===== src/rtl/rwc_params.svh =====
// offsets, field positions, reset values and counts of the ramp waveform core
// Summary of operation
// RULE1: 12-bit prescaled counter with compare, capture and control logic in core domain.
// RULE2: counter and compares derive two outputs, shaped by the wave generation mode.
// RULE3: standard cycle runs dead A, on A, dead B, on B without overlap.
// RULE4: some setups skip output states or let output states overlap.
// RULE5: four compare values set A, clear A, set B, clear B, each own register.
// RULE6: mode field picks one ramp, two ramp, four ramp or dual slope counting.
// RULE7: core clock picked from three sources, then prescaled.
// RULE8: core clock drives counter, waveform outputs and all output events.
// RULE9: two input event channels, each tied to its matching waveform output.
// RULE10: input event A can be blanked for a set time in a chosen state.
// RULE11: optional filter drops events shorter than four core clock cycles (code counts four clk cycles, not prescaled ticks).
// RULE12: each input picks low/falling or high/rising as its active condition.
// RULE13: asynchronous option lets an event kill outputs at once, without a clock.
// RULE14: each input picks one of ten modes for output effect and counter jump.
// RULE15: events either capture the counter or act as fault triggers.
// RULE16: two double-buffered capture channels and double-buffered compare values.
// RULE17: running controller emits output events on compare matches (code emits none in dual slope mode).
// RULE18: output events may be delayed by a programmable time.
// RULE19: controller flags positions within the cycle.
// RULE20: software enables only when enable ready and after setup is written.
// RULE21: end-of-cycle strobe stops after the cycle; clearing enable stops after sync.
// RULE22: command strobe register clears itself when its command completes.
// RULE23: static configuration ignores writes while the controller is enabled.
// RULE24: both outputs stay inactive during dead-time states.
// RULE25: new compare values apply only on sync command or on enable.
`ifndef RWC_PARAMS_SVH
`define RWC_PARAMS_SVH

// register offsets (word addresses on the 4-bit port)
`define RWC_ADDR_CTRL 4'h0
`define RWC_ADDR_CMD 4'h1
`define RWC_ADDR_STATUS 4'h2
`define RWC_ADDR_EVCTL 4'h3
`define RWC_ADDR_BLANK 4'h4
`define RWC_ADDR_CMP0 4'h5
`define RWC_ADDR_CMP3 4'h8
`define RWC_ADDR_DLY 4'h9
`define RWC_ADDR_CAPA 4'ha
`define RWC_ADDR_CAPB 4'hb
`define RWC_ADDR_COUNT 4'hc

// main_control fields
`define RWC_CTRL_EN 0
`define RWC_CTRL_WGM 1
`define RWC_CTRL_CLKSEL 3
`define RWC_CTRL_PRESC 5

// command_strobe bits
`define RWC_CMD_SYNC_EOC 0
`define RWC_CMD_SYNC 1
`define RWC_CMD_RESTART 2
`define RWC_CMD_CAPA 3
`define RWC_CMD_CAPB 4
`define RWC_CMD_DIS_EOC 5
`define RWC_CMD_IMM_MASK 6'h1e
`define RWC_CMD_EOC_MASK 6'h21

// event control, one byte per channel
`define RWC_EV_STRIDE 8
`define RWC_EV_MODE 0
`define RWC_EV_EDGE 4
`define RWC_EV_FILT 5
`define RWC_EV_ASYNC 6

// blanking and delay fields
`define RWC_BLANK_LEN 0
`define RWC_BLANK_SEL 8
`define RWC_DLY_VAL 0
`define RWC_DLY_EN 8
`define RWC_DLY_SRC 9

// reset values and counts
`define RWC_RESET_WORD 16'h0000
`define RWC_RESET_CMP 12'h000
`define RWC_SYNC_CYCLES 2'h2
`define RWC_FILTER_FULL 2'h3

`endif


===== src/rtl/rwc_pkg.sv =====
// types of the ramp waveform core
package rwc_pkg;

	typedef enum logic [1:0] {
		RWC_WGM_ONE = 2'b00,
		RWC_WGM_TWO = 2'b01,
		RWC_WGM_FOUR = 2'b10,
		RWC_WGM_DUAL = 2'b11
	} rwc_wgm_t;

	typedef enum logic [1:0] {
		RWC_ST_DTA = 2'b00,
		RWC_ST_OTA = 2'b01,
		RWC_ST_DTB = 2'b10,
		RWC_ST_OTB = 2'b11
	} rwc_state_t;

	typedef enum logic [1:0] {
		RWC_CLK_SYS = 2'b00,
		RWC_CLK_OSC = 2'b01,
		RWC_CLK_EXT = 2'b10,
		RWC_CLK_RSV = 2'b11
	} rwc_clksel_t;

	typedef enum logic [3:0] {
		RWC_IM_IGNORE = 4'h0,
		RWC_IM_GATE_OWN = 4'h1,
		RWC_IM_GATE_BOTH = 4'h2,
		RWC_IM_RESTART = 4'h3,
		RWC_IM_OWN_RESTART = 4'h4,
		RWC_IM_BOTH_RESTART = 4'h5,
		RWC_IM_JUMP = 4'h6,
		RWC_IM_OWN_JUMP = 4'h7,
		RWC_IM_BOTH_JUMP = 4'h8,
		RWC_IM_CAPTURE = 4'h9
	} rwc_imode_t;

endpackage : rwc_pkg


===== src/rtl/rwc_core.sv =====
// ramp waveform controller: counter, compares, events, capture, registers
`timescale 1ns/10ps
`default_nettype none
`include "rwc_params.svh"

module rwc_core import rwc_pkg::*; (
	// clock and reset
	input wire logic clk,
	input wire logic resetn,
	// register port
	input wire logic [3:0] addr,
	input wire logic [15:0] wdata,
	input wire logic wr_en,
	input wire logic rd_en,
	output logic [15:0] rdata,
	// alternative core clock sources, one-cycle ticks
	input wire logic osc_tick,
	input wire logic ext_tick,
	// input events, bit 0 is channel A
	input wire logic [1:0] event_in,
	// power stage outputs
	output logic wave_out_a,
	output logic wave_out_b,
	// event and cycle position outputs
	output logic out_event,
	output logic cycle_end_pulse
);

	// register state
	logic en_q;
	logic en_s1_q;
	logic core_en_q;
	logic core_en_prev_q;
	rwc_wgm_t wgm_q;
	rwc_clksel_t clksel_q;
	logic [1:0] presc_q;
	logic [15:0] evctl_q;
	logic [9:0] blank_q;
	logic [10:0] dly_q;
	logic [11:0] sh_q [4];
	logic [11:0] act_q [4];
	logic [5:0] cmd_q;
	logic [1:0] cmd_age_q;
	logic [15:0] rdata_q;

	// core state
	logic [2:0] psc_q;
	logic [11:0] cnt_q;
	rwc_state_t st_q;
	rwc_state_t st_prev_q;
	logic up_q;
	logic wa_q;
	logic wb_q;
	logic [7:0] blank_cnt_q;
	logic [7:0] dly_cnt_q;
	logic dly_busy_q;
	logic out_event_q;
	logic eoc_pulse_q;

	// combinational nets
	logic enable_ready;
	logic command_ready;
	logic cmd_live;
	logic src_tick;
	logic [2:0] psc_mask;
	logic tick;
	logic eoc_c;
	logic eoc_now;
	logic load_act;
	logic dis_done;
	logic [11:0] nxt_cnt;
	rwc_state_t nxt_st;
	logic nxt_up;
	logic on_a;
	logic on_b;
	logic gate_a;
	logic gate_b;
	logic restart_req;
	logic [1:0] ev_norm;
	logic [1:0] ev_act;
	logic [1:0] ev_rise;
	logic [1:0] ev_gate_own;
	logic [1:0] ev_gate_both;
	logic [1:0] ev_restart;
	logic [1:0] ev_jump;
	logic [23:0] cap_val;
	logic blank_on;
	logic st_entry;
	logic [3:0] cmp_idx;
	logic cmp_hit;

	// enable handshake: the clear path takes two flops before the core sees it
	assign enable_ready = (en_q == en_s1_q) && (en_s1_q == core_en_q);
	assign command_ready = (cmd_q == 6'h00);
	assign cmd_live = (cmd_age_q == `RWC_SYNC_CYCLES);
	assign eoc_now = tick & eoc_c;
	assign dis_done = cmd_live & cmd_q[`RWC_CMD_DIS_EOC] & eoc_now;
	assign cmp_idx = addr - `RWC_ADDR_CMP0;
	assign cmp_hit = (addr >= `RWC_ADDR_CMP0) && (addr <= `RWC_ADDR_CMP3);

	// main_control; static fields only take writes while disabled
	always_ff @(posedge clk) begin
		if (!resetn) begin
			en_q <= 1'b0;
			wgm_q <= RWC_WGM_ONE;
			clksel_q <= RWC_CLK_SYS;
			presc_q <= 2'h0;
		end else if (wr_en && addr == `RWC_ADDR_CTRL && enable_ready) begin
			en_q <= wdata[`RWC_CTRL_EN]; // see RULE20
			if (!en_q) begin // see RULE23
				wgm_q <= rwc_wgm_t'(wdata[`RWC_CTRL_WGM +: 2]); // see RULE6
				clksel_q <= rwc_clksel_t'(wdata[`RWC_CTRL_CLKSEL +: 2]);
				presc_q <= wdata[`RWC_CTRL_PRESC +: 2];
			end
		end else if (dis_done) begin
			en_q <= 1'b0; // see RULE21
		end
	end

	// other static configuration
	always_ff @(posedge clk) begin
		if (!resetn) begin
			evctl_q <= `RWC_RESET_WORD;
			blank_q <= 10'h000;
			dly_q <= 11'h000;
		end else if (wr_en && !en_q) begin // see RULE23
			if (addr == `RWC_ADDR_EVCTL)
				evctl_q <= wdata;
			if (addr == `RWC_ADDR_BLANK)
				blank_q <= wdata[9:0];
			if (addr == `RWC_ADDR_DLY)
				dly_q <= wdata[10:0];
		end
	end

	// enable crossing and edge detect
	always_ff @(posedge clk) begin
		if (!resetn) begin
			en_s1_q <= 1'b0;
			core_en_q <= 1'b0;
			core_en_prev_q <= 1'b0;
		end else begin
			en_s1_q <= en_q;
			core_en_q <= en_s1_q; // see RULE21
			core_en_prev_q <= core_en_q;
		end
	end

	// compare shadows; writes held off while a command is in flight
	always_ff @(posedge clk) begin
		if (!resetn) begin
			for (int i = 0; i < 4; i++)
				sh_q[i] <= `RWC_RESET_CMP;
		end else if (wr_en && cmp_hit && command_ready) begin
			sh_q[cmp_idx[1:0]] <= wdata[11:0]; // see RULE5
		end
	end

	// command strobe: ages through the sync delay, bits drop when done
	always_ff @(posedge clk) begin
		if (!resetn || !core_en_q) begin
			cmd_q <= 6'h00;
			cmd_age_q <= 2'h0;
		end else if (command_ready) begin
			cmd_age_q <= 2'h0;
			if (wr_en && addr == `RWC_ADDR_CMD)
				cmd_q <= wdata[5:0];
		end else if (!cmd_live) begin
			cmd_age_q <= cmd_age_q + 2'h1;
		end else begin
			// immediate commands end now, end-of-cycle ones at the wrap
			cmd_q <= cmd_q & ~(`RWC_CMD_IMM_MASK | // see RULE22
				(eoc_now ? `RWC_CMD_EOC_MASK : 6'h00));
		end
	end

	// active compares move only on enable or a sync command
	assign load_act = (core_en_q & ~core_en_prev_q) |
		(cmd_live & cmd_q[`RWC_CMD_SYNC]) |
		(cmd_live & cmd_q[`RWC_CMD_SYNC_EOC] & eoc_now);
	always_ff @(posedge clk) begin
		if (!resetn) begin
			for (int i = 0; i < 4; i++)
				act_q[i] <= `RWC_RESET_CMP;
		end else if (load_act) begin
			for (int i = 0; i < 4; i++)
				act_q[i] <= sh_q[i]; // see RULE16 see RULE25
		end
	end

	// source select and power-of-two prescaler
	always_comb begin
		unique case (clksel_q) // see RULE7
			RWC_CLK_SYS: src_tick = 1'b1;
			RWC_CLK_OSC: src_tick = osc_tick;
			RWC_CLK_EXT: src_tick = ext_tick;
			RWC_CLK_RSV: src_tick = 1'b1;
		endcase
		unique case (presc_q)
			2'h0: psc_mask = 3'h0;
			2'h1: psc_mask = 3'h1;
			2'h2: psc_mask = 3'h3;
			2'h3: psc_mask = 3'h7;
		endcase
	end
	assign tick = core_en_q & src_tick & ((psc_q & psc_mask) == psc_mask);

	always_ff @(posedge clk) begin
		if (!resetn || !core_en_q)
			psc_q <= 3'h0;
		else if (src_tick)
			psc_q <= psc_q + 3'h1; // see RULE1
	end

	// next count and state per wave generation mode
	always_comb begin
		nxt_cnt = cnt_q + 12'h001;
		nxt_st = st_q;
		nxt_up = up_q;
		eoc_c = 1'b0;
		unique case (wgm_q) // see RULE6
			RWC_WGM_DUAL: begin
				// up to clear B, back down to zero; zero ends the cycle
				if (up_q && cnt_q >= act_q[3]) begin
					nxt_up = 1'b0;
					nxt_cnt = cnt_q - 12'h001;
				end else if (!up_q) begin
					nxt_cnt = cnt_q - 12'h001;
					if (cnt_q == 12'h001 || cnt_q == 12'h000) begin
						nxt_cnt = 12'h000;
						nxt_up = 1'b1;
						eoc_c = 1'b1;
					end
				end
			end
			default: begin
				// each state ends on its own compare value
				if (cnt_q == act_q[st_q]) begin // see RULE3
					nxt_st = rwc_state_t'(st_q + 2'b01);
					eoc_c = (st_q == RWC_ST_OTB);
					if (wgm_q == RWC_WGM_FOUR || st_q == RWC_ST_OTB ||
						(wgm_q == RWC_WGM_TWO && st_q == RWC_ST_OTA))
						nxt_cnt = 12'h000;
				end
			end
		endcase
	end

	// counter and state; events jump it, commands restart it
	always_ff @(posedge clk) begin
		if (!resetn || !core_en_q || restart_req) begin
			cnt_q <= 12'h000;
			st_q <= RWC_ST_DTA;
			up_q <= 1'b1;
		end else if (ev_jump[0] && wgm_q != RWC_WGM_DUAL) begin
			st_q <= RWC_ST_DTB; // see RULE14
			cnt_q <= (wgm_q == RWC_WGM_ONE) ? act_q[1] : 12'h000;
		end else if (ev_jump[1] && wgm_q != RWC_WGM_DUAL) begin
			st_q <= RWC_ST_DTA;
			cnt_q <= 12'h000;
		end else if (tick) begin
			cnt_q <= nxt_cnt; // see RULE8
			st_q <= nxt_st;
			up_q <= nxt_up;
		end
	end
	assign restart_req = (|ev_restart) | (ev_jump[0] & wgm_q == RWC_WGM_DUAL) |
		(ev_jump[1] & wgm_q == RWC_WGM_DUAL) |
		(cmd_live & cmd_q[`RWC_CMD_RESTART]);

	// output levels; dual slope may overlap, ramps never do
	always_comb begin
		if (wgm_q == RWC_WGM_DUAL) begin
			on_a = cnt_q < act_q[0]; // see RULE4
			on_b = cnt_q > act_q[2];
		end else begin
			on_a = (st_q == RWC_ST_OTA); // see RULE24
			on_b = (st_q == RWC_ST_OTB);
		end
	end
	assign gate_a = (ev_act[0] & (ev_gate_own[0] | ev_gate_both[0])) |
		(ev_act[1] & ev_gate_both[1]);
	assign gate_b = (ev_act[1] & (ev_gate_own[1] | ev_gate_both[1])) |
		(ev_act[0] & ev_gate_both[0]);

	always_ff @(posedge clk) begin
		if (!resetn) begin
			wa_q <= 1'b0;
			wb_q <= 1'b0;
		end else begin
			wa_q <= core_en_q & on_a & ~gate_a; // see RULE2 see RULE15
			wb_q <= core_en_q & on_b & ~gate_b;
		end
	end

	// the kill path bypasses every flop so a fault stops the stage at once
	assign wave_out_a = wa_q & ~(evctl_q[`RWC_EV_ASYNC] & ev_norm[0]); // see RULE13
	assign wave_out_b = wb_q &
		~(evctl_q[`RWC_EV_STRIDE + `RWC_EV_ASYNC] & ev_norm[1]);

	// blanking of channel A from entry into the chosen state
	assign st_entry = (st_q != st_prev_q);
	assign blank_on = (blank_cnt_q != 8'h00);
	always_ff @(posedge clk) begin
		if (!resetn || !core_en_q) begin
			st_prev_q <= RWC_ST_DTA;
			blank_cnt_q <= 8'h00;
		end else begin
			st_prev_q <= st_q;
			if (st_entry && st_q == rwc_state_t'(blank_q[`RWC_BLANK_SEL +: 2]))
				blank_cnt_q <= blank_q[`RWC_BLANK_LEN +: 8]; // see RULE10
			else if (tick && blank_on)
				blank_cnt_q <= blank_cnt_q - 8'h01;
		end
	end

	// per-channel event conditioning, mode decode and capture
	genvar gi;
	generate
		for (gi = 0; gi < 2; gi++) begin : g_ev
			rwc_imode_t mode;
			logic filt_on;
			logic cond;
			logic prev_q;
			logic [1:0] flt_q;
			logic [11:0] hold_q;
			logic [11:0] buf_q;
			logic hold_v_q;
			logic buf_v_q;
			logic cap_trig;
			logic cap_read;

			assign mode = rwc_imode_t'(evctl_q[gi*`RWC_EV_STRIDE +: 4]);
			assign filt_on = evctl_q[gi*`RWC_EV_STRIDE + `RWC_EV_FILT];
			// edge bit high picks rising/high as active
			assign ev_norm[gi] = event_in[gi] ~^
				evctl_q[gi*`RWC_EV_STRIDE + `RWC_EV_EDGE]; // see RULE12
			// four straight cycles needed before a filtered event counts
			assign cond = filt_on ? (ev_norm[gi] && flt_q == `RWC_FILTER_FULL)
				: ev_norm[gi];
			assign ev_act[gi] = core_en_q & cond &
				~((gi == 0) & blank_on); // see RULE9 see RULE10
			assign ev_rise[gi] = ev_act[gi] & ~prev_q;

			always_ff @(posedge clk) begin
				if (!resetn) begin
					flt_q <= 2'h0;
					prev_q <= 1'b0;
				end else begin
					prev_q <= ev_act[gi];
					if (!ev_norm[gi])
						flt_q <= 2'h0;
					else if (flt_q != `RWC_FILTER_FULL)
						flt_q <= flt_q + 2'h1; // see RULE11
				end
			end

			// ten modes: gate own or both, restart, jump, capture
			assign ev_gate_own[gi] = (mode == RWC_IM_GATE_OWN) || // see RULE14
				(mode == RWC_IM_OWN_RESTART) || (mode == RWC_IM_OWN_JUMP);
			assign ev_gate_both[gi] = (mode == RWC_IM_GATE_BOTH) ||
				(mode == RWC_IM_BOTH_RESTART) || (mode == RWC_IM_BOTH_JUMP);
			assign ev_restart[gi] = ev_rise[gi] && ((mode == RWC_IM_RESTART) ||
				(mode == RWC_IM_OWN_RESTART) || (mode == RWC_IM_BOTH_RESTART));
			assign ev_jump[gi] = ev_rise[gi] && ((mode == RWC_IM_JUMP) ||
				(mode == RWC_IM_OWN_JUMP) || (mode == RWC_IM_BOTH_JUMP));

			assign cap_trig = (ev_rise[gi] && mode == RWC_IM_CAPTURE) || // see RULE15
				(cmd_live && cmd_q[`RWC_CMD_CAPA + gi]);
			assign cap_read = rd_en && addr == 4'(`RWC_ADDR_CAPA + gi);

			// hold is what software reads; buf keeps one more behind it
			always_ff @(posedge clk) begin
				if (!resetn) begin
					hold_q <= 12'h000;
					buf_q <= 12'h000;
					hold_v_q <= 1'b0;
					buf_v_q <= 1'b0;
				end else if (cap_trig) begin
					if (!hold_v_q || (cap_read && !buf_v_q)) begin
						hold_q <= cnt_q; // see RULE16
						hold_v_q <= 1'b1;
					end else begin
						buf_q <= cnt_q;
						buf_v_q <= 1'b1;
					end
				end else if (cap_read) begin
					hold_q <= buf_v_q ? buf_q : hold_q;
					hold_v_q <= buf_v_q;
					buf_v_q <= 1'b0;
				end
			end
			assign cap_val[gi*12 +: 12] = hold_q;
		end
	endgenerate

	// output event on a chosen compare match, optionally delayed
	always_ff @(posedge clk) begin
		if (!resetn || !core_en_q) begin
			dly_cnt_q <= 8'h00;
			dly_busy_q <= 1'b0;
			out_event_q <= 1'b0;
		end else begin
			out_event_q <= 1'b0;
			if (st_entry && st_q ==
				rwc_state_t'(dly_q[`RWC_DLY_SRC +: 2] + 2'b01)) begin // see RULE17
				if (!dly_q[`RWC_DLY_EN] || dly_q[`RWC_DLY_VAL +: 8] == 8'h00)
					out_event_q <= 1'b1;
				else begin
					dly_cnt_q <= dly_q[`RWC_DLY_VAL +: 8]; // see RULE18
					dly_busy_q <= 1'b1;
				end
			end else if (dly_busy_q && tick) begin
				dly_cnt_q <= dly_cnt_q - 8'h01;
				if (dly_cnt_q == 8'h01) begin
					dly_busy_q <= 1'b0;
					out_event_q <= 1'b1;
				end
			end
		end
	end
	assign out_event = out_event_q;

	// cycle position pulse at each wrap
	always_ff @(posedge clk) begin
		if (!resetn)
			eoc_pulse_q <= 1'b0;
		else
			eoc_pulse_q <= eoc_now; // see RULE19
	end
	assign cycle_end_pulse = eoc_pulse_q;

	// read data, one cycle after the strobe; unmapped reads give zero
	always_ff @(posedge clk) begin
		if (!resetn) begin
			rdata_q <= `RWC_RESET_WORD;
		end else if (rd_en) begin
			rdata_q <= `RWC_RESET_WORD;
			if (cmp_hit)
				rdata_q <= {4'h0, sh_q[cmp_idx[1:0]]};
			unique case (addr)
				`RWC_ADDR_CTRL: rdata_q <= {9'h000, presc_q, clksel_q,
					wgm_q, en_q};
				`RWC_ADDR_CMD: rdata_q <= {10'h000, cmd_q};
				`RWC_ADDR_STATUS: rdata_q <= {10'h000, st_q, wb_q, wa_q,
					command_ready, enable_ready};
				`RWC_ADDR_EVCTL: rdata_q <= evctl_q;
				`RWC_ADDR_BLANK: rdata_q <= {6'h00, blank_q};
				`RWC_ADDR_DLY: rdata_q <= {5'h00, dly_q};
				`RWC_ADDR_CAPA: rdata_q <= {4'h0, cap_val[11:0]};
				`RWC_ADDR_CAPB: rdata_q <= {4'h0, cap_val[23:12]};
				`RWC_ADDR_COUNT: rdata_q <= {4'h0, cnt_q};
				default: ;
			endcase
		end
	end
	assign rdata = rdata_q;

endmodule : rwc_core
`default_nettype wire


===== config.mk =====
export PLATFORM = sky130hd
export DESIGN_NAME = rwc_core
export DESIGN_NICKNAME = d
export VERILOG_FILES = /design/src/rtl/rwc_pkg.sv /design/src/rtl/rwc_core.sv
export VERILOG_INCLUDE_DIRS = /design/src /design/src/rtl
export SDC_FILE = /design/constraint.sdc
export NUM_CORES = 1
export LEC_CHECK = 0
export BUFFER_PORTS_ARGS = -buffer_cell sky130_fd_sc_hd__buf_4
export CAP_MARGIN = 20
export CORE_ASPECT_RATIO = 0.8
export CORE_MARGIN = 5
export CORE_UTILIZATION = 30
export CTS_CLUSTER_DIAMETER = 200
export CTS_CLUSTER_SIZE = 28
export DETAILED_ROUTE_END_ITERATION = 10
export GPL_TIMING_DRIVEN = 0
export SYNTH_ARGS = -nofsm -noshare
export SYNTH_HDL_FRONTEND = slang
export SYNTH_SLANG_ARGS = --single-unit
export TNS_END_PERCENT = 20

===== constraint.sdc =====
create_clock -name clk -period 5.02 [get_ports clk]
set_clock_uncertainty 0.1 [all_clocks]
set_input_delay 0.753 -clock clk [delete_from_list [all_inputs] [get_ports clk]]
set_output_delay 0.753 -clock clk [all_outputs]
set_load 0.05 [all_outputs]

==> out/metrics.csv <==
metric;value;unit
hold_sp;evctl_q[15];
hold path cells;2;
Residual DRC;0;
HP Class;register to register;
Cell variety after synth;73;
Vias/cell;5.44;
Post-synth top flop;dfxtp_1;
Final Non-Filler Cells;2200;
r2r endpoint;act_q[1][5];
most frequent cells in the layout;dfxtp_1 (170), nand2_1 (159), nor2_1 (138);
Synth Cell Area;14200;um^2
Initial Utilization;30.3;%
max-slew violation count;0;
R2R cell count;12;
# IOs;48;
CTS H-tree depth;1;
drt first pass iters;5;
vias;11975;
Core Footprint;46900;um^2
Hold WS;0.374;ns
reg2reg setup slack;0.27;ns
asr flop ratio synth;0;%
postcts setup bufs;0;
Mapped Cells;1514;
initial antenna violation count;3;
Switch Pwr;0.000975;W
Critical Path RT;5.17;ns
CP arrival;4.90;ns
synthesis-to-layout area growth;10.6;%
CP Max Fanout;43;
CTS tree;yes;
die height;205;um
CTS resizes;0;
ANT cells;0;
Hold EP;evctl_q[15];
Leakage;5.86;nW
CP endpoint kind;register;
Post-synth EDFFs;96;
leading cell type in the layout, fill and taps excluded;dfxtp_1;
Ys Warns;0;
die area;51800;um^2
maximum clock frequency;211;MHz
wire length per cell;22.8;um
sequential share of power;60.2;%
Peak supply drop;0.174;mV
CTS Root Cell;clkbuf_16;
largest net degree at the start of global routing;49;
Power Density;244;nW/um^2
total grt overflow;0;
Post-Route WL;50100;um
Worst-path clk slew;0.12;ns
Worst-Margin Slew;1.05;ns
internal power;0.00285;W
Clock Tree Buf Depth;3;
combinational power share;7.3;%
die extent in x;253;um
Place WS;0.205;ns
first-pass GRT wire length;73700;um
Slew HR;29.2;%
Port Buf Inserts;45;
GRT Total Usage;18.7;%
RR Startpoint;cnt_q[0];
share of post-route cells with drive strength above 1;8.61;%
CTS buffer count;13;
Post-CTS Hold Buffers;0;
vias in the first global route;11428;
Clock Power Share;32.5;%
Core Util, Final;33.5;%
post-synthesis sequential element count;266;
fin worst setup slack;0.273;ns
unrepaired setup endpoints after global routing;false;
# nets final;1659;
Syn Area/Cell;9.38;um^2
antenna-violating nets left;0;
Finished Cell Area;15700;um^2
CTS Sinks;266;
DP HPWL;38800;um
final hold violation count;0;
crit path launch type;register;
Placer Congestion;1.05;
switching share of power;25.5;%
Tcrit/Tclk final;94.6;%
Cells after DPL;2180;
clk_lat worst skew;0.52;ns
Final setup viols;0;
Maximum Capacitance Violations;0;
crit path time final;4.75;ns
FP Rows;71;
kind of critical path;register to register;
Synth Net Count;1597;
Seq/Total Area, Yosys;44.3;%
starting DRC count in detailed routing;1483;
outcome;finished clean;
dpl cell area;15300;um^2
-- cell type report --
type                            count  area (um^2)
Fill cell                        4854        31200
Multi-Input combinational cell   1079         7230
Sequential cell                   266         6290
Tap cell                          620          776
Buffer                            112          470
Timing Repair Buffer               47          369
Clock buffer                       18          344
Inverter                           57          214
Clock inverter                      1         16.3
-- registers in the layout, indices dropped and copies added, names as in the netlist, 3 cells and up --
| signal | cells |
|---|---|
| act_q | 48 |
| blank_cnt_q | 8 |
| blank_q | 10 |
| cmd_q | 6 |
| cnt_q | 12 |
| dly_cnt_q | 8 |
| dly_q | 11 |
| evctl_q | 16 |
| g_ev.buf_q | 24 |
| g_ev.flt_q | 4 |
| g_ev.hold_q | 24 |
| psc_q | 3 |
| rdata | 16 |
| sh_q | 48 |
-- power by group through the flow --
stage          clock network (W)  registers (W)  logic (W)
2_1_floorplan                  0        0.00235   0.000139
5_1_grt                  0.00132        0.00231   0.000299
3_3_place_gp                   0        0.00235   0.000270
3_5_place_dp                   0        0.00235   0.000273
4_1_cts                  0.00126        0.00230   0.000275
6_report                 0.00124        0.00230   0.000280
-- critical path: stages (launching register included) --
cell      delay [ns]
dfxtp_1         0.45
clkbuf_1        0.58
inv_1           0.39
ha_1            0.31
o211ai_1        0.33
nor3_1          0.09
a31oi_1         0.73
o21bai_1        0.19
a22o_2          0.33
buf_4           0.19
buf_2           0.16
or2_2           0.37
buf_12          0.21
-- through the flow --
step	total power (W)	setup TNS [ns]
after floorplan	0.00249	0
after global placement	0.00262	-5.21
after detailed placement	0.00263	0
after CTS	0.00384	0
after global routing	0.00393	0
final	0.00383	0
-- synthesized netlist by cell type (all sizes together) (22+ instances only) --
| cell type | number | area share (%) |
|---|---|---|
| inv | 57 | 1.5 |
| a211oi | 38 | 2.4 |
| edfxtp | 96 | 20 |
| mux2i | 61 | 4.3 |
| and2 | 48 | 2.1 |
| nor2 | 138 | 3.6 |
| nand2 | 160 | 4.2 |
| ha | 55 | 4.8 |
| nor3 | 27 | 0.99 |
| clkbuf | 92 | 2.4 |
| nand2b | 22 | 0.97 |
| dfxtp | 170 | 24 |
| nand3 | 22 | 0.78 |
| a21oi | 115 | 4.1 |
| mux4 | 24 | 3.8 |
| xnor2 | 25 | 1.5 |
| and3 | 75 | 3.3 |
| o21ai | 57 | 2.0 |
-- worst max path at each step --
stage	start	end	depth (start not counted)
floorplan	addr[0]	sh_q[2][0]	10
global placement	addr[0]	sh_q[2][7]	11
detailed placement	st_q[0]	act_q[0][7]	12
CTS	st_q[0]	act_q[0][4]	12
global route	cnt_q[0]	act_q[0][1]	12
finish	cnt_q[0]	act_q[1][5]	12
-- layer usage --
metal / vias up / wire length (um) / global-route usage (%)
li1: 5553 / - / -
met1: 5855 / 23200 / 28.3
met3: 71 / 5010 / 4.73
met4: 4 / 1220 / 4.14
met2: 492 / 20600 / 26.8
met5: - / 26 / 0
-- kinds of logic (layout without fill, tap and decap cells) --
family	Yosys count	after routing	synth area share [%]
and+or+nand+nor	561	561	19.5
AOI/OAI and AO/OA	336	336	15.8
DFF	266	266	44.3
buffers and inverters	169	235	4.82
muxes	85	85	8.11
adders and majority gates	55	55	4.85
xor gates and xnor gates	42	42	2.59
Power figures use the tool's default switching activity.
